File: config.mk
export PLATFORM = sky130hd
export DESIGN_NAME = fpla_programmer
export DESIGN_NICKNAME = d
export VERILOG_FILES = /design/src/hw/fpla_prog_pkg.sv /design/src/hw/fpla_delay_count.sv /design/src/hw/fpla_programmer.sv
export VERILOG_INCLUDE_DIRS = /design/src /design/src/hw
export SDC_FILE = /design/constraint.sdc
export NUM_CORES = 1
export LEC_CHECK = 0
export BUFFER_PORTS_ARGS = -buffer_cell sky130_fd_sc_hd__buf_4
export CAP_MARGIN = 20
export CORE_MARGIN = 5
export CORE_UTILIZATION = 25
export DETAILED_ROUTE_END_ITERATION = 8
export SLEW_MARGIN = 20
export SYNTH_ARGS = -nofsm -noshare
export SYNTH_HDL_FRONTEND = slang
export SYNTH_SLANG_ARGS = --single-unit
File: constraint.sdc
create_clock -name i_clk -period 7.05 [get_ports i_clk]
set_clock_uncertainty 0.2 [all_clocks]
set_input_delay 0.3525 -clock i_clk [delete_from_list [all_inputs] [get_ports i_clk]]
set_output_delay 0.3525 -clock i_clk [all_outputs]
set_load 0.005 [all_outputs]
File: src/hw/fpla_prog_defs.svh
// timing counts and field positions for the fuse programmer
`ifndef FPLA_PROG_DEFS_SVH
`define FPLA_PROG_DEFS_SVH
`define CLK_PERIOD_NS 10
`define NUM_INPUTS 16
`define NUM_TERMS 48
`define NUM_OUTPUTS 8
`define T_SETTLE_NS 3000
`define T_SETTLE_CYC ((`T_SETTLE_NS + `CLK_PERIOD_NS - 1) / `CLK_PERIOD_NS)
`define T_READ_NS 1000
`define T_READ_CYC ((`T_READ_NS + `CLK_PERIOD_NS - 1) / `CLK_PERIOD_NS)
`define T_RAMP_NS 150000
`define T_RAMP_CYC (`T_RAMP_NS / `CLK_PERIOD_NS)
`define POL_SEL_MASK 16'h003F
`endif

File: src/hw/fpla_prog_pkg.sv
// types for the fuse programmer
package fpla_prog_pkg;
  typedef enum logic [2:0] {
    OP_PROG_PRODUCT = 3'h0,
    OP_VERIFY_PRODUCT = 3'h1,
    OP_PROG_SUM = 3'h2,
    OP_VERIFY_SUM = 3'h3,
    OP_PROG_POLARITY = 3'h4,
    OP_VERIFY_POLARITY = 3'h5
  } op_type;
  typedef enum logic [2:0] {
    ST_IDLE = 3'h0,
    ST_SETUP = 3'h1,
    ST_ACT = 3'h3,
    ST_READ2 = 3'h2,
    ST_DONE = 3'h6
  } state_type;
endpackage : fpla_prog_pkg

File: src/hw/fpla_delay_count.sv
// loadable down-counter that flags expiry
`timescale 1ns/1ps
module fpla_delay_count #(
  parameter int WIDTH = 16
) (
  input wire logic i_clk,
  input wire logic i_reset_n,
  input wire logic i_load,
  input wire logic [WIDTH-1:0] i_count,
  output logic o_expired
);
  logic [WIDTH-1:0] count_q;
  always_ff @(posedge i_clk or negedge i_reset_n) begin
    if (!i_reset_n) begin
      count_q <= '0;
    end else if (i_load) begin
      count_q <= i_count;
    end else if (count_q != '0) begin
      count_q <= count_q - 1'b1;
    end
  end
  // expiry depends on the count alone, so a caller may reload on expiry without a loop
  assign o_expired = (count_q == '0);
endmodule : fpla_delay_count

File: src/hw/fpla_programmer.sv
// host-side controller that programs and verifies the fuse array through its pins
// Rules of the fuse array and its programming steps
// a blank part has all cells intact, inverting buffers, outputs HIGH
// blank product term is one; blowing a cell adds that literal
// outputs are sums of up to 48 products of up to 16 literals
// blow just one input cell per programming step
// product term code on outputs 7..2, output 7 least significant
// raise inputs, chip select to program level, lower chosen input, ramp
// product verify reads output 0 with input HIGH then LOW
// product verify result ignores polarity; output 0 is open collector
// full verify runs at high then low supply; post-ramp check high only; here each verify request runs at its one requested supply level
// summing cell adds term m to output n's OR, n chosen by buffer
// sum program: term code on inputs 5..0, 15 and 14 HIGH, ramp one output
// sum verify: inputs 15,13 HIGH; LOW unprogrammed, HIGH programmed
// polarity program: inputs 5..0 and 15 HIGH, others raised, ramp one output
// polarity verify: chip select LOW; HIGH means still inverting
// polarity verify: LOW means programmed non-inverting
// chip select HIGH disables outputs in normal read
`timescale 1ns/1ps
`include "fpla_prog_defs.svh"
module fpla_programmer #(
  parameter int RAMP_CYC = `T_RAMP_CYC
) (
  input wire logic i_clk,
  input wire logic i_reset_n,
  input wire logic i_start,
  input wire fpla_prog_pkg::op_type i_op,
  input wire logic [5:0] i_term,
  input wire logic [3:0] i_input,
  input wire logic i_complement,
  input wire logic [2:0] i_output,
  input wire logic i_low_supply,
  input wire logic i_blown,
  input wire logic [7:0] i_dev_out,
  output logic o_busy,
  output logic o_done,
  output logic [1:0] o_cell,
  output logic o_result,
  output logic [15:0] o_in_level,
  output logic [15:0] o_in_high_v,
  output logic [7:0] o_out_level,
  output logic [7:0] o_out_oe,
  output logic o_cs_level,
  output logic o_cs_high_v,
  output logic o_ramp_vp,
  output logic [7:0] o_ramp_out,
  output logic o_vcc_low
);
  ////////////////////////////////////////////////////////////////
  fpla_prog_pkg::state_type state_q;
  fpla_prog_pkg::op_type op_q;
  logic [5:0] term_q;
  logic [3:0] in_q;
  logic comp_q;
  logic [2:0] outsel_q;
  logic first_q;
  logic low_q;
  logic load;
  logic expired;
  logic [17:0] load_val;
  logic is_prog;

  assign is_prog = (op_q == fpla_prog_pkg::OP_PROG_PRODUCT) || (op_q == fpla_prog_pkg::OP_PROG_SUM) ||
                   (op_q == fpla_prog_pkg::OP_PROG_POLARITY);

  fpla_delay_count #(.WIDTH(18)) u_delay (
    .i_clk(i_clk),
    .i_reset_n(i_reset_n),
    .i_load(load),
    .i_count(load_val),
    .o_expired(expired)
  );

  ////////////////////////////////////////////////////////////////
  // sequencing
  always_comb begin
    load = 1'b0;
    load_val = 18'(`T_SETTLE_CYC);
    if (state_q == fpla_prog_pkg::ST_IDLE && i_start) begin
      load = 1'b1;
    end else if (state_q == fpla_prog_pkg::ST_SETUP && expired) begin
      load = 1'b1;
      load_val = is_prog ? 18'(RAMP_CYC) : 18'(`T_READ_CYC);
    end else if (state_q == fpla_prog_pkg::ST_ACT && expired && op_q == fpla_prog_pkg::OP_VERIFY_PRODUCT
                 && first_q) begin
      load = 1'b1;
      load_val = 18'(`T_READ_CYC);
    end
  end

  always_ff @(posedge i_clk or negedge i_reset_n) begin
    if (!i_reset_n) begin
      state_q <= fpla_prog_pkg::ST_IDLE;
    end else begin
      case (state_q)
        fpla_prog_pkg::ST_IDLE: begin
          if (i_start) begin
            state_q <= fpla_prog_pkg::ST_SETUP;
          end
        end
        fpla_prog_pkg::ST_SETUP: begin
          if (expired) begin
            state_q <= fpla_prog_pkg::ST_ACT;
          end
        end
        fpla_prog_pkg::ST_ACT: begin
          // ramp stops on blow sense or time limit
          if ((is_prog && i_blown) || expired) begin
            state_q <= (op_q == fpla_prog_pkg::OP_VERIFY_PRODUCT && first_q) ? fpla_prog_pkg::ST_READ2
                       : fpla_prog_pkg::ST_DONE;
          end
        end
        fpla_prog_pkg::ST_READ2: begin
          state_q <= fpla_prog_pkg::ST_ACT;
        end
        fpla_prog_pkg::ST_DONE: begin
          state_q <= fpla_prog_pkg::ST_IDLE;
        end
        default: begin
          state_q <= fpla_prog_pkg::ST_IDLE;
        end
      endcase
    end
  end

  // one cell per request; the request is captured at start
  always_ff @(posedge i_clk or negedge i_reset_n) begin
    if (!i_reset_n) begin
      op_q <= fpla_prog_pkg::OP_VERIFY_POLARITY;
      term_q <= 6'h00;
      in_q <= 4'h0;
      comp_q <= 1'b0;
      outsel_q <= 3'h0;
      low_q <= 1'b0;
    end else if (state_q == fpla_prog_pkg::ST_IDLE && i_start) begin
      op_q <= i_op;
      term_q <= i_term;
      in_q <= i_input;
      comp_q <= i_complement;
      outsel_q <= i_output;
      low_q <= i_low_supply;
    end
  end

  always_ff @(posedge i_clk or negedge i_reset_n) begin
    if (!i_reset_n) begin
      first_q <= 1'b1;
    end else if (state_q == fpla_prog_pkg::ST_IDLE) begin
      first_q <= 1'b1;
    end else if (state_q == fpla_prog_pkg::ST_READ2) begin
      first_q <= 1'b0;
    end
  end

  ////////////////////////////////////////////////////////////////
  // result capture
  always_ff @(posedge i_clk or negedge i_reset_n) begin
    if (!i_reset_n) begin
      o_cell <= 2'h3;
      o_result <= 1'b0;
    end else if (state_q == fpla_prog_pkg::ST_ACT && expired && !is_prog) begin
      case (op_q)
        fpla_prog_pkg::OP_VERIFY_PRODUCT: begin
          // first read with input HIGH, second with input LOW
          if (first_q) begin
            o_cell[1] <= i_dev_out[0];
          end else begin
            o_cell[0] <= i_dev_out[0];
            o_result <= !(o_cell[1] && i_dev_out[0]);
          end
        end
        fpla_prog_pkg::OP_VERIFY_SUM: begin
          o_result <= i_dev_out[outsel_q];
        end
        default: begin
          o_result <= !i_dev_out[outsel_q];
        end
      endcase
    end
  end

  assign o_busy = (state_q != fpla_prog_pkg::ST_IDLE);
  assign o_done = (state_q == fpla_prog_pkg::ST_DONE);

  ////////////////////////////////////////////////////////////////
  // pin drive
  always_ff @(posedge i_clk or negedge i_reset_n) begin
    if (!i_reset_n) begin
      o_in_level <= 16'h0000;
      o_in_high_v <= 16'h0000;
      o_out_level <= 8'hFF;
      o_out_oe <= 8'h00;
      o_cs_level <= 1'b1;
      o_cs_high_v <= 1'b0;
      o_ramp_vp <= 1'b0;
      o_ramp_out <= 8'h00;
      o_vcc_low <= 1'b0;
    end else if (state_q == fpla_prog_pkg::ST_IDLE || state_q == fpla_prog_pkg::ST_DONE) begin
      o_in_level <= 16'h0000;
      o_in_high_v <= 16'h0000;
      o_out_oe <= 8'h00;
      o_cs_level <= 1'b1;
      o_cs_high_v <= 1'b0;
      o_ramp_vp <= 1'b0;
      o_ramp_out <= 8'h00;
      o_vcc_low <= 1'b0;
    end else begin
      // program ops always at high supply; verify at the requested level
      o_vcc_low <= !is_prog && low_q;
      o_in_level <= 16'hFFFF;
      o_out_oe <= 8'h00;
      o_ramp_vp <= 1'b0;
      o_ramp_out <= 8'h00;
      case (op_q)
        fpla_prog_pkg::OP_PROG_PRODUCT, fpla_prog_pkg::OP_VERIFY_PRODUCT: begin
          o_out_oe <= 8'hFC;
          o_out_level <= {term_q[0], term_q[1], term_q[2], term_q[3], term_q[4], term_q[5], 2'b11};
          o_in_high_v <= 16'hFFFF;
          o_cs_level <= 1'b1;
          o_cs_high_v <= (op_q == fpla_prog_pkg::OP_PROG_PRODUCT);
          if (state_q != fpla_prog_pkg::ST_SETUP) begin
            o_in_high_v[in_q] <= 1'b0;
            if (op_q == fpla_prog_pkg::OP_PROG_PRODUCT) begin
              o_in_level[in_q] <= comp_q;
              o_ramp_vp <= (state_q == fpla_prog_pkg::ST_ACT);
            end else begin
              o_in_level[in_q] <= first_q;
            end
          end
        end
        fpla_prog_pkg::OP_PROG_SUM, fpla_prog_pkg::OP_VERIFY_SUM: begin
          o_in_level <= {10'h3FF, term_q};
          o_in_high_v <= (op_q == fpla_prog_pkg::OP_PROG_SUM) ? 16'h3FC0 : 16'h5FC0;
          o_cs_high_v <= (op_q == fpla_prog_pkg::OP_PROG_SUM);
          o_cs_level <= (op_q == fpla_prog_pkg::OP_PROG_SUM);
          if (op_q == fpla_prog_pkg::OP_PROG_SUM && state_q == fpla_prog_pkg::ST_ACT) begin
            o_ramp_out[outsel_q] <= 1'b1;
          end
        end
        default: begin
          o_in_level <= 16'hFFFF;
          o_in_high_v <= (op_q == fpla_prog_pkg::OP_PROG_POLARITY) ? 16'h7FC0 : 16'h9FC0;
          o_cs_level <= (op_q == fpla_prog_pkg::OP_PROG_POLARITY);
          o_cs_high_v <= (op_q == fpla_prog_pkg::OP_PROG_POLARITY);
          if (op_q == fpla_prog_pkg::OP_PROG_POLARITY && state_q == fpla_prog_pkg::ST_ACT) begin
            o_ramp_out[outsel_q] <= 1'b1;
          end
        end
      endcase
    end
  end
endmodule : fpla_programmer

# Word-level counts from Yosys, hierarchy flattened
# Index checks and enable logic that the tools add are counted.
dict set report totals {
  latchBits 0
  regBits 101
  input_bits 30
  ramBits 0
  elab_cells 127
  memories 0
  mem_bits_ro 0
}
dict set report classes {
  shift 0
  bitwise_logic 5
  n_lt_le_gt_ge 4
  reduce_logical 35
  n_eq_ne 13
  n_div 0
  add_sub_neg 1
  mux 48
  mul 0
}
# cell n
set ops {}
lappend ops {{16-bit 2-to-1 mux} 6}
lappend ops {{16-bit one-hot mux with 2 select lines} 2}
lappend ops {{18-bit 2-to-1 mux} 3}
lappend ops {{8-bit 2-to-1 mux} 5}
lappend ops {{16-bit OR} 2}
lappend ops {{14-bit 2-to-1 mux} 2}
lappend ops {{18-bit logical NOT} 1}
lappend ops {{18-bit nonzero test} 1}
lappend ops {{18-bit by 1-bit subtractor with 18-bit output (second input constant)} 1}
lappend ops {{1-bit 2-to-1 mux} 16}
lappend ops {{16-bit inverter} 1}
lappend ops {{8-bit one-hot mux with 2 select lines} 1}
lappend ops {{15-bit 2-to-1 mux} 1}
lappend ops {{1-bit logical AND} 14}
lappend ops {{3-bit by 2-bit equality test with 1-bit output (second input constant)} 4}
lappend ops {{3-bit 2-to-1 mux} 4}
lappend ops {{3-bit one-hot mux with 4 select lines} 1}
lappend ops {{9-bit 2-to-1 mux} 1}
lappend ops {{3-bit AND reduction} 3}
lappend ops {{2-bit inequality test (second input constant)} 4}
lappend ops {{3-bit by 1-bit equality test with 1-bit output (second input constant)} 2}
lappend ops {{3-bit equality test (second input constant)} 2}
lappend ops {{3-bit logical NOT} 2}
lappend ops {{1-bit one-hot mux with 2 select lines} 3}
lappend ops {{15 further kinds} 24}

# Logic depth before layout (Yosys ltp)
# Gate-level depths: netlist of run 1.
dict set report logic_depth {
  ltp_word 10
  depth_mapped 7
  ltp_nobuf 7
}

# Hierarchy
# From an unflattened synthesis of run 1, not the netlist that was laid out.
dict set report hier_totals {
  hier_cells 389
  hier_area_um2 4400.5
}
# module area_per_inst_um2 n_inst cells_per_inst
set by_module_without_submodules {}
lappend by_module_without_submodules {fpla_programmer 3259.4 1 262}
lappend by_module_without_submodules {fpla_delay_count 1141.1 1 127}

# Worst setup path before layout of run 1
# OpenSTA, ideal clock, no wires.
dict set report synth_timing {
  kind {flip-flop to flip-flop}
  start {reg u_delay.count_q[10]}
  end {reg o_result}
  arrival_ns 2.107
  path_buffers 0
  period_less_slack_ns 2.432
  stages_incl_launch_ff 6
  path_slack_ns 4.618
  cell_sequence {dfrtp_1 > or4_1 > nor4_4 > nand2_2 > nor4_1 > mux2_2}
}
dict set report synth_between {
  elab_chain_len 4
}
# element line
set synth_lines {}
lappend synth_lines {{from (decl)} fpla_delay_count.sv:12} ;# logic [WIDTH-1:0] count_q;
lappend synth_lines {{from (signal assigned)} fpla_delay_count.sv:17} ;# count_q <= i_count;
lappend synth_lines {{from (signal assigned)} fpla_delay_count.sv:19} ;# count_q <= count_q - 1'b1;
lappend synth_lines {{18-bit logical NOT} fpla_delay_count.sv:23} ;# assign o_expired = (count_q == '0);
lappend synth_lines {{1-bit logical AND (2 in series)} fpla_programmer.sv:161} ;# end else if (state_q == fpla_prog_pkg::ST_ACT && expired && !is_prog) begin
lappend synth_lines {{2-bit AND reduction (no line)} -}
lappend synth_lines {{to (signal assigned)} fpla_programmer.sv:169} ;# o_result <= !(o_cell[1] && i_dev_out[0]);
lappend synth_lines {{to (signal assigned)} fpla_programmer.sv:173} ;# o_result <= i_dev_out[outsel_q];
lappend synth_lines {{to (signal assigned)} fpla_programmer.sv:176} ;# o_result <= !i_dev_out[outsel_q];
lappend synth_lines {{to (decl)} fpla_programmer.sv:38} ;# output logic o_result,
# No other way between the ends.
# A chain may end at the register's enable or synchronous reset.

# Worst setup path in the final report of run 1
dict set report layout_timing {
  start {reg u_delay.count_q[9]}
  end {reg o_cell[1]}
}
dict set report layout_between {
  elab_chain_len 4
}
# element line
set layout_lines {}
lappend layout_lines {{18-bit logical NOT} fpla_delay_count.sv:23}
lappend layout_lines {{1-bit logical AND (2 in series)} fpla_programmer.sv:161}
lappend layout_lines {{3-bit AND reduction (no line)} -}
lappend layout_lines {{to (signal assigned)} fpla_programmer.sv:166} ;# o_cell[1] <= i_dev_out[0];
lappend layout_lines {{to (decl)} fpla_programmer.sv:37} ;# output logic [1:0] o_cell,
# No other way between the ends.

==> impl_metrics.xml, run 1 <==
<?xml version="1.0" encoding="UTF-8"?>
<metrics>
  <group name="run_status">
    <metric name="run_status" unit="">finished, final reports clean</metric>
  </group>
  <group name="pwr">
    <metric name="worst_ir_drop_vdd" unit="V">0.0001003</metric>
    <metric name="power.clock.fraction" unit="%">36.3</metric>
    <metric name="p_sw" unit="W">0.0003486</metric>
    <metric name="power.total" unit="W">0.001338</metric>
    <metric name="power_density" unit="nW/um2">252.8</metric>
    <metric name="p_int" unit="W">0.0009894</metric>
    <metric name="switching_share" unit="%">26.06</metric>
    <metric name="pwr-share-seq" unit="%">49.6</metric>
    <metric name="comb_power_share" unit="%">14.1</metric>
    <metric name="power_leakage" unit="nW">2.266</metric>
  </group>
  <group name="floorplanning">
    <metric name="io_pins" unit="">95</metric>
    <metric name="coreArea" unit="um2">15940</metric>
    <metric name="fp-row-count" unit="">46</metric>
    <metric name="floorplan.die_area" unit="um2">19010</metric>
    <metric name="chipHeight" unit="um">137.9</metric>
    <metric name="initial_core_util" unit="%">25.64</metric>
    <metric name="dieWidth" unit="um">137.9</metric>
  </group>
  <group name="worst_setup_path">
    <metric name="timing.critical_path.required" unit="ns">7.12</metric>
    <metric name="crit_slowest_cell" unit="">sky130_fd_sc_hd__or4_1</metric>
    <metric name="setup.worst_path.end_class" unit="">register</metric>
    <metric name="slowest_stage_delay_on_critical_path" unit="ns">0.59</metric>
    <metric name="crit_chain" unit="">or4_1, nor4_4, and2_0, nand4_1, mux2_2</metric>
    <metric name="worstPathMaxFanout" unit="">8</metric>
    <metric name="timing.critical_path.buf_inv" unit="">0</metric>
    <metric name="cp.arrival" unit="ns">2.68</metric>
    <metric name="setup.worst_path.class" unit="">reg -&gt; reg</metric>
    <metric name="kind_of_cell_adding_the_most_delay_to_the_critical_path" unit="">simple AND/OR/NAND/NOR gates</metric>
    <metric name="worst_setup_path_start_kind" unit="">register</metric>
  </group>
  <group name="timing">
    <metric name="finalWorstPathRequiredPeriod" unit="ns">2.615</metric>
    <metric name="setup_tns" unit="ns">0</metric>
    <metric name="finalSetupViolations" unit="">0</metric>
    <metric name="worst_slew_slack_as_a_fraction_of_its_limit" unit="%">26.55</metric>
    <metric name="final_critical_path_setup_slack" unit="ns">4.435</metric>
    <metric name="max_freq" unit="GHz">0.3825</metric>
    <metric name="slew_violations" unit="">0</metric>
    <metric name="finalCritPeriodShare" unit="%">37.09</metric>
    <metric name="timing_hold_violations_final" unit="">0</metric>
    <metric name="setup_repair_after_global_routing_missed_its_margin" unit="">false</metric>
    <metric name="transition_time_at_the_pin_with_the_least_slew_margin" unit="ns">1.099</metric>
  </group>
  <group name="layout">
    <metric name="relative_area_change_from_synthesis_to_final_layout" unit="%">29.48</metric>
    <metric name="share_of_post_route_cells_with_drive_strength_above_1" unit="%">28.25</metric>
    <metric name="area_of_combinational_cells_with_multiple_inputs" unit="um2">1551</metric>
    <metric name="finalNetCount" unit="">512</metric>
    <metric name="fin_area" unit="um2">5293</metric>
    <metric name="fill_cells" unit="">1629</metric>
    <metric name="final-seq-area" unit="um2">2367</metric>
  </group>
  <group name="clock_network">
    <metric name="clk_pin_slew" unit="ns">0.06</metric>
    <metric name="clock_latency" unit="ns">0.34</metric>
    <metric name="postCtsSetupRepairBufs" unit="">0</metric>
    <metric name="cts_made_buffers" unit="">9</metric>
    <metric name="clock_tree_root_driver_cell" unit="">sky130_fd_sc_hd__clkbuf_16</metric>
    <metric name="cts_tree" unit="">done</metric>
    <metric name="h-tree-depth" unit="">3</metric>
    <metric name="cts_max_path_buffers" unit="">2</metric>
    <metric name="cts_sinks" unit="">94</metric>
  </group>
  <group name="synthesis">
    <metric name="postSynthAreaPerCell" unit="um2">10.35</metric>
    <metric name="yosys_register_bits" unit="">94</metric>
    <metric name="synth-main-ff-cell" unit="">sky130_fd_sc_hd__dfrtp_1</metric>
    <metric name="share_of_flip_flops_with_an_asynchronous_set_or_reset" unit="%">100.0</metric>
    <metric name="synth.yosys.seq_area_share" unit="%">57.91</metric>
    <metric name="synth_top_area_share" unit="%">50.20</metric>
    <metric name="synthesis.yosys.warnings" unit="">0</metric>
    <metric name="synth-edff-count" unit="">0</metric>
    <metric name="syn_area" unit="um2">4088</metric>
    <metric name="synth.lib_cells_used.distinct" unit="">59</metric>
    <metric name="synth_area_leaders" unit="">sky130_fd_sc_hd__dfrtp_1 (50%), sky130_fd_sc_hd__dfstp_2 (7.7%), sky130_fd_sc_hd__nand2_1 (6.2%)</metric>
    <metric name="synth_cells" unit="">395</metric>
    <metric name="synth_area_leader_cell" unit="">sky130_fd_sc_hd__dfrtp_1</metric>
  </group>
  <group name="drt">
    <metric name="antenna_left" unit="">0</metric>
    <metric name="wl" unit="mm">10.04</metric>
    <metric name="drt_drc_violations_left" unit="">0</metric>
    <metric name="drt_first_pass_iters" unit="">4</metric>
    <metric name="detail_route.vias_per_cell" unit="">4.406</metric>
    <metric name="vias" unit="">3093</metric>
    <metric name="drt_first_iter_violations" unit="">143</metric>
    <metric name="wl_per_cell" unit="um">14.30</metric>
  </group>
  <group name="placement">
    <metric name="dpl_worst_slack" unit="ns">4.431</metric>
    <metric name="dp_hpwl" unit="mm">7.353</metric>
    <metric name="routability_driven_placement_congestion_ratio" unit="">0.7881</metric>
    <metric name="placedInstanceArea" unit="um2">4906</metric>
    <metric name="io_buffers" unit="">90</metric>
  </group>
  <group name="global_route">
    <metric name="global_route_wire_length_before_repair" unit="mm">16.15</metric>
    <metric name="grt_start_max_net_pins" unit="">95</metric>
    <metric name="first_global_vias" unit="">3158</metric>
    <metric name="grt_use_total" unit="%">10.85</metric>
    <metric name="global_route.overflow_total" unit="">0</metric>
    <metric name="antenna_found_initial" unit="">0</metric>
  </group>
  <group name="job">
    <metric name="drv.max_cap_violation_count" unit="">0</metric>
  </group>
  <group name="min_path">
    <metric name="hold_path_class" unit="">in -&gt; reg</metric>
  </group>
</metrics>
[metal layers]
metal / wire length [um] / global-route usage (%) / vias to the layer above
met5: 0 / 0 / -
met4: 191 / 4.281 / 0
met3: 718 / 3.048 / 15
met2: 4885 / 18.66 / 74
met1: 4245 / 12.81 / 1491
li1: - / - / 1513
[stage by stage]
stage | hold WS [ns] | utilization, % | std cells
floorplan | -0.1431 | - | 397
global placement | 0.2709 | 30.75 | 677
detailed placement | 0.2683 | 30.77 | 677
CTS | 0.0004597 | 33.16 | 701
global route | 0.01971 | 33.18 | 701
finish | 0.01095 | 33.20 | 702
[sequential cells by signal, indices dropped and copies added (netlist names), 2 cells and up]
| register | flops |
|---|---|
| u_delay.count_q | 18 |
| o_in_high_v | 16 |
| o_in_level | 16 |
| o_ramp_out | 8 |
| o_out_level | 6 |
| term_q | 6 |
| in_q | 4 |
| op_q | 3 |
| outsel_q | 3 |
| state_q | 3 |
| o_cell | 2 |
[kinds of logic after synthesis]
logic type                 share of synthesized area [%]
and+or+nand+nor                                    19.96
DFF                                                57.91
AOI/OAI and AO/OA                                  10.84
buffers and inverters                              4.408
xor gates and xnor gates                           2.571
muxes                                              3.520
adders and majority gates                         0.6121
other                                             0.1837
[cell type report]
cell class / count / share of cell area, %
Sequential cell: 94 / 44.73
Multi-Input combinational cell: 268 / 29.31
Timing Repair Buffer: 100 / 14.63
Tap cell: 216 / 5.106
Clock buffer: 11 / 4.586
Clock inverter: 5 / 1.087
Inverter: 7 / 0.4965
Antenna cell: 1 / 0.04728
[cell usage after synthesis (all sizes together), types with 2 or more instances]
library cell  count
mux4              2
nor2             31
and2              5
inv               7
xor2              5
o21a              2
o22ai             5
or2               2
nor3             10
or4               4
nand2            69
a32oi             2
o21bai            2
conb              2
xnor2             7
a31oi             3
dfstp            12
ha                2
dfrtp            82
nand2b            9
a211oi            2
nor3b             6
nor4              4
clkbuf           16
o21ai            14
nand4             2
nor2b             6
mux2              7
a21oi            36
buf              12
nand3             3
or3               6
mux2i             2
[tightest hold or removal path: cells and delay by family]
family        cells  cell delay (ns)
buf+inv           1             0.08
simple gates      2             0.09
[power groups by stage]
stage / logic, W / registers (W) / clock network (W)
finish: 0.000189 / 0.000663 / 0.000486
global route: 0.000211 / 0.000671 / 0.000518
CTS: 0.000193 / 0.000663 / 0.000500
detailed placement: 0.000188 / 0.000672 / 0
global placement: 0.000185 / 0.000667 / 0
floorplan: 0.000121 / 0.000653 / 0
[repair_timing]
action	4_1_cts	5_1_grt
gates resized for setup	0	0
hold buffers	8	0
endpoints found under the hold margin	89	0
[cells in the final DEF, fill, tap and decap left out, drive strengths merged, types with 4 or more instances in the layout]
cell type / synthesis / final
nand2: 69 / 69
o22ai: 5 / 5
xor2: 5 / 5
or3: 6 / 6
nor3b: 6 / 6
or4: 4 / 4
dlygate4sd3: 0 / 8
a21oi: 36 / 36
nand2b: 9 / 9
and2: 5 / 5
nor4: 4 / 4
clkbuf: 16 / 11
mux2: 7 / 7
nor2b: 6 / 6
inv: 7 / 9
xnor2: 7 / 7
o21ai: 14 / 14
dfrtp: 82 / 82
nor3: 10 / 10
conb: 2 / 4
nor2: 31 / 31
buf: 12 / 92
dfstp: 12 / 12
[worst paths after layout]
kind	startpoint	end	slack, ns	cells after the start
max	u_delay.count_q[9]	o_cell[1]	4.44	5
min	i_term[1]	term_q[1]	0.01	3
max reg2reg	u_delay.count_q[9]	o_cell[1]	4.44	5
min reg2reg	low_q	low_q	0.28	2
max in group asynchronous	i_reset_n	u_delay.count_q[14]	5.65	2
min in group asynchronous	i_reset_n	o_in_high_v[2]	0.47	2
No activity file was read; power rests on OpenSTA's default activity.
==> inputs of run 2 (changes only) <==
==> constraint.sdc (replaced) <==
create_clock -name i_clk -period 2.52 [get_ports i_clk]
set_clock_uncertainty 0.2 [all_clocks]
set_input_delay 0.126 -clock i_clk [delete_from_list [all_inputs] [get_ports i_clk]]
set_output_delay 0.126 -clock i_clk [all_outputs]
set_load 0.005 [all_outputs]
==> run 2 against run 1 <==
- clock power rose to 2.7 times the previous value
- total power grew to 2.8 times the previous value
- combinational power rose to 3.0 times the previous value
- sequential power increased to 2.8 times the previous value
- flip-flop and latch count stayed put
- register-to-register slack lost 4.3 ns
- count of clock-buffer cells in the layout is 3 higher
- via count increased by 4.0%
- global-route usage increased by 0.31 points
==> impl_metrics.xml, run 2 (synthesized netlist as in run 1, its figures left out) <==
<?xml version="1.0" encoding="UTF-8"?>
<metrics>
  <group name="clock_network">
    <metric name="postCtsSetupRepairBufs" unit="">0</metric>
    <metric name="cts_sinks" unit="">94</metric>
    <metric name="cts_tree" unit="">done</metric>
    <metric name="clock_tree_root_driver_cell" unit="">sky130_fd_sc_hd__clkbuf_16</metric>
    <metric name="clock_latency" unit="ns">0.33</metric>
    <metric name="h-tree-depth" unit="">3</metric>
    <metric name="clk_pin_slew" unit="ns">0.06</metric>
    <metric name="cts_made_buffers" unit="">9</metric>
    <metric name="cts_max_path_buffers" unit="">2</metric>
  </group>
  <group name="layout">
    <metric name="share_of_post_route_cells_with_drive_strength_above_1" unit="%">29.59</metric>
    <metric name="relative_area_change_from_synthesis_to_final_layout" unit="%">36.27</metric>
    <metric name="largest_register" unit="">u_delay.count_q</metric>
    <metric name="finalNetCount" unit="">544</metric>
    <metric name="fill_cells" unit="">1588</metric>
    <metric name="final_cell_mix" unit="">sky130_fd_sc_hd__buf_4 (110), sky130_fd_sc_hd__dfrtp_1 (82), sky130_fd_sc_hd__nand2_1 (67), sky130_fd_sc_hd__a21oi_1 (35), sky130_fd_sc_hd__nor2_1 (31)</metric>
    <metric name="largest_register_ff_count" unit="">18</metric>
    <metric name="layout_commonest_cell" unit="">sky130_fd_sc_hd__buf_4</metric>
    <metric name="layoutNonFillerInstCount" unit="">734</metric>
    <metric name="reg_top3" unit="">u_delay.count_q: 18 flops, o_in_high_v: 16 flops, o_in_level: 16 flops</metric>
  </group>
  <group name="global_route">
    <metric name="groute.layer.met1.usage" unit="%">13.92</metric>
    <metric name="grt_busiest_layer" unit="">met2</metric>
    <metric name="global_route.overflow_total" unit="">0</metric>
    <metric name="global_route_wire_length_before_repair" unit="mm">16.50</metric>
    <metric name="antenna_found_initial" unit="">1</metric>
    <metric name="first_global_vias" unit="">3205</metric>
    <metric name="grt_start_max_net_pins" unit="">54</metric>
    <metric name="grt_util_met2" unit="%">18.98</metric>
    <metric name="gr-usage-met3" unit="%">3.012</metric>
    <metric name="grt_use_total" unit="%">11.16</metric>
  </group>
  <group name="floorplanning">
    <metric name="fp-row-count" unit="">46</metric>
    <metric name="io_pins" unit="">95</metric>
    <metric name="dieWidth" unit="um">137.9</metric>
    <metric name="coreArea" unit="um2">15940</metric>
    <metric name="floorplan.die_area" unit="um2">19010</metric>
    <metric name="initial_core_util" unit="%">25.64</metric>
    <metric name="chipHeight" unit="um">137.9</metric>
  </group>
  <group name="drt">
    <metric name="wl_per_cell" unit="um">14.12</metric>
    <metric name="drt_first_pass_iters" unit="">5</metric>
    <metric name="drt_first_iter_violations" unit="">147</metric>
    <metric name="wl" unit="mm">10.36</metric>
    <metric name="vias" unit="">3218</metric>
    <metric name="drt_drc_violations_left" unit="">0</metric>
    <metric name="antenna_left" unit="">0</metric>
    <metric name="detail_route.vias_per_cell" unit="">4.384</metric>
  </group>
  <group name="min_path">
    <metric name="hold_path_class" unit="">in -&gt; reg</metric>
    <metric name="hold_path.startpoint" unit="">i_blown</metric>
  </group>
  <group name="worst_setup_path">
    <metric name="crit-reg2reg-launch" unit="">u_delay.count_q[13]</metric>
    <metric name="setup.worst_path.end_class" unit="">register</metric>
    <metric name="setup.worst_path.class" unit="">reg -&gt; reg</metric>
    <metric name="worst_setup_path_start_kind" unit="">register</metric>
    <metric name="timing.critical_path.required" unit="ns">2.59</metric>
    <metric name="worstPathMaxFanout" unit="">3</metric>
    <metric name="startpoint_of_the_worst_setup_timing_path" unit="">u_delay.count_q[13]</metric>
    <metric name="cp.arrival" unit="ns">2.45</metric>
  </group>
  <group name="timing">
    <metric name="finalSetupViolations" unit="">0</metric>
    <metric name="max_freq" unit="GHz">0.4192</metric>
    <metric name="setup_repair_after_global_routing_missed_its_margin" unit="">false</metric>
    <metric name="transition_time_at_the_pin_with_the_least_slew_margin" unit="ns">0.7185</metric>
    <metric name="timing_hold_violations_final" unit="">0</metric>
    <metric name="setup_tns" unit="ns">0</metric>
    <metric name="finalWorstPathRequiredPeriod" unit="ns">2.386</metric>
    <metric name="finalCritPeriodShare" unit="%">94.67</metric>
    <metric name="worst_slew_slack_as_a_fraction_of_its_limit" unit="%">51.78</metric>
    <metric name="slew_violations" unit="">0</metric>
    <metric name="final_critical_path_setup_slack" unit="ns">0.1344</metric>
    <metric name="finalHoldWorstSlack" unit="ns">0.007328</metric>
  </group>
  <group name="placement">
    <metric name="dp_hpwl" unit="mm">7.729</metric>
    <metric name="routability_driven_placement_congestion_ratio" unit="">0.7944</metric>
    <metric name="place_inst" unit="">696</metric>
    <metric name="io_buffers" unit="">90</metric>
    <metric name="dpl_worst_slack" unit="ns">0.09016</metric>
  </group>
  <group name="pwr">
    <metric name="worst_ir_drop_vdd" unit="V">0.0002990</metric>
    <metric name="p_int" unit="W">0.002795</metric>
    <metric name="p_sw" unit="W">0.0009371</metric>
    <metric name="pwr-share-seq" unit="%">49.5</metric>
    <metric name="comb_power_share" unit="%">15.3</metric>
    <metric name="power_leakage" unit="nW">2.409</metric>
    <metric name="switching_share" unit="%">25.11</metric>
    <metric name="power.clock.fraction" unit="%">35.2</metric>
    <metric name="power_density" unit="nW/um2">670.0</metric>
  </group>
  <group name="run_status">
    <metric name="run_status" unit="">finished, final reports clean</metric>
  </group>
  <group name="job">
    <metric name="drv.max_cap_violation_count" unit="">0</metric>
  </group>
</metrics>
==> run 2: cell types whose count changed in the layout (fill, tap and decap cells not counted), sizes merged <==
cell / change
buf: +19
clkbuf: +3
clkinv: -1
dlygate4sd3: +13
inv: -2
==> run 2: worst max-delay path: stages, from the launching register on <==
cell                      delay [ns]
sky130_fd_sc_hd__dfrtp_1        0.40
sky130_fd_sc_hd__or4_1          0.62
sky130_fd_sc_hd__nor4b_4        0.29
sky130_fd_sc_hd__nand2_2        0.12
sky130_fd_sc_hd__nor4_1         0.32
sky130_fd_sc_hd__mux2_2         0.37
==> run 2: timing repair <==
action | CTS | global route
endpoints found under the setup margin | 0 | 11
hold endpoints to repair | 62 | 0
gates resized for setup | 0 | 2
hold buffers | 21 | 0
==> run 2: metal layers <==
metal	up-vias	wire length [um]
met1	1545	4378
met3	10	687
met4	0	128
met2	88	5167
li1	1575	-
met5	-	0
==> run 2: metrics by stage <==
stage	total power, W	area, um2	utilization, %
floorplan	0.002167	4095	-
global placement	0.002395	5057	31.72
detailed placement	0.002419	5057	31.72
CTS	0.003782	5557	34.85
global route	0.003936	5568	34.92
finish	0.003732	5570	34.94
==> run 2: final timing paths <==
check	to	slack, ns	cells past startpoint
setup / recovery	o_cell[0]	0.13	5
hold / removal	state_q[0]	0.007	3
setup reg to reg	o_cell[0]	0.13	5
hold reg to reg	o_out_level[2]	0.28	2
max in group asynchronous	o_cell[1]	1.30	3
min in group asynchronous	o_in_high_v[1]	0.11	2
==> run 2: cell type report <==
type | count | area, um2 | area share [%]
multi-input combinational | 268 | 1559 | 27.99
clock inverter | 2 | 35.03 | 0.6289
sequential | 94 | 2367 | 42.50
antenna | 1 | 2.502 | 0.04492
timing repair buffer | 132 | 1056 | 18.96
clock buffer | 14 | 254.0 | 4.560
inverter | 7 | 26.28 | 0.4717
tap | 216 | 270.3 | 4.852
==> run 2: power by group through the flow <==
stage,logic (W),clock network [W],registers (W)
after floorplan,0.000339,0,0.00183
after global placement,0.000538,0,0.00186
after detailed placement,0.000551,0,0.00187
after CTS,0.000581,0.00136,0.00184
after global routing,0.000640,0.00143,0.00187
final,0.000572,0.00131,0.00185
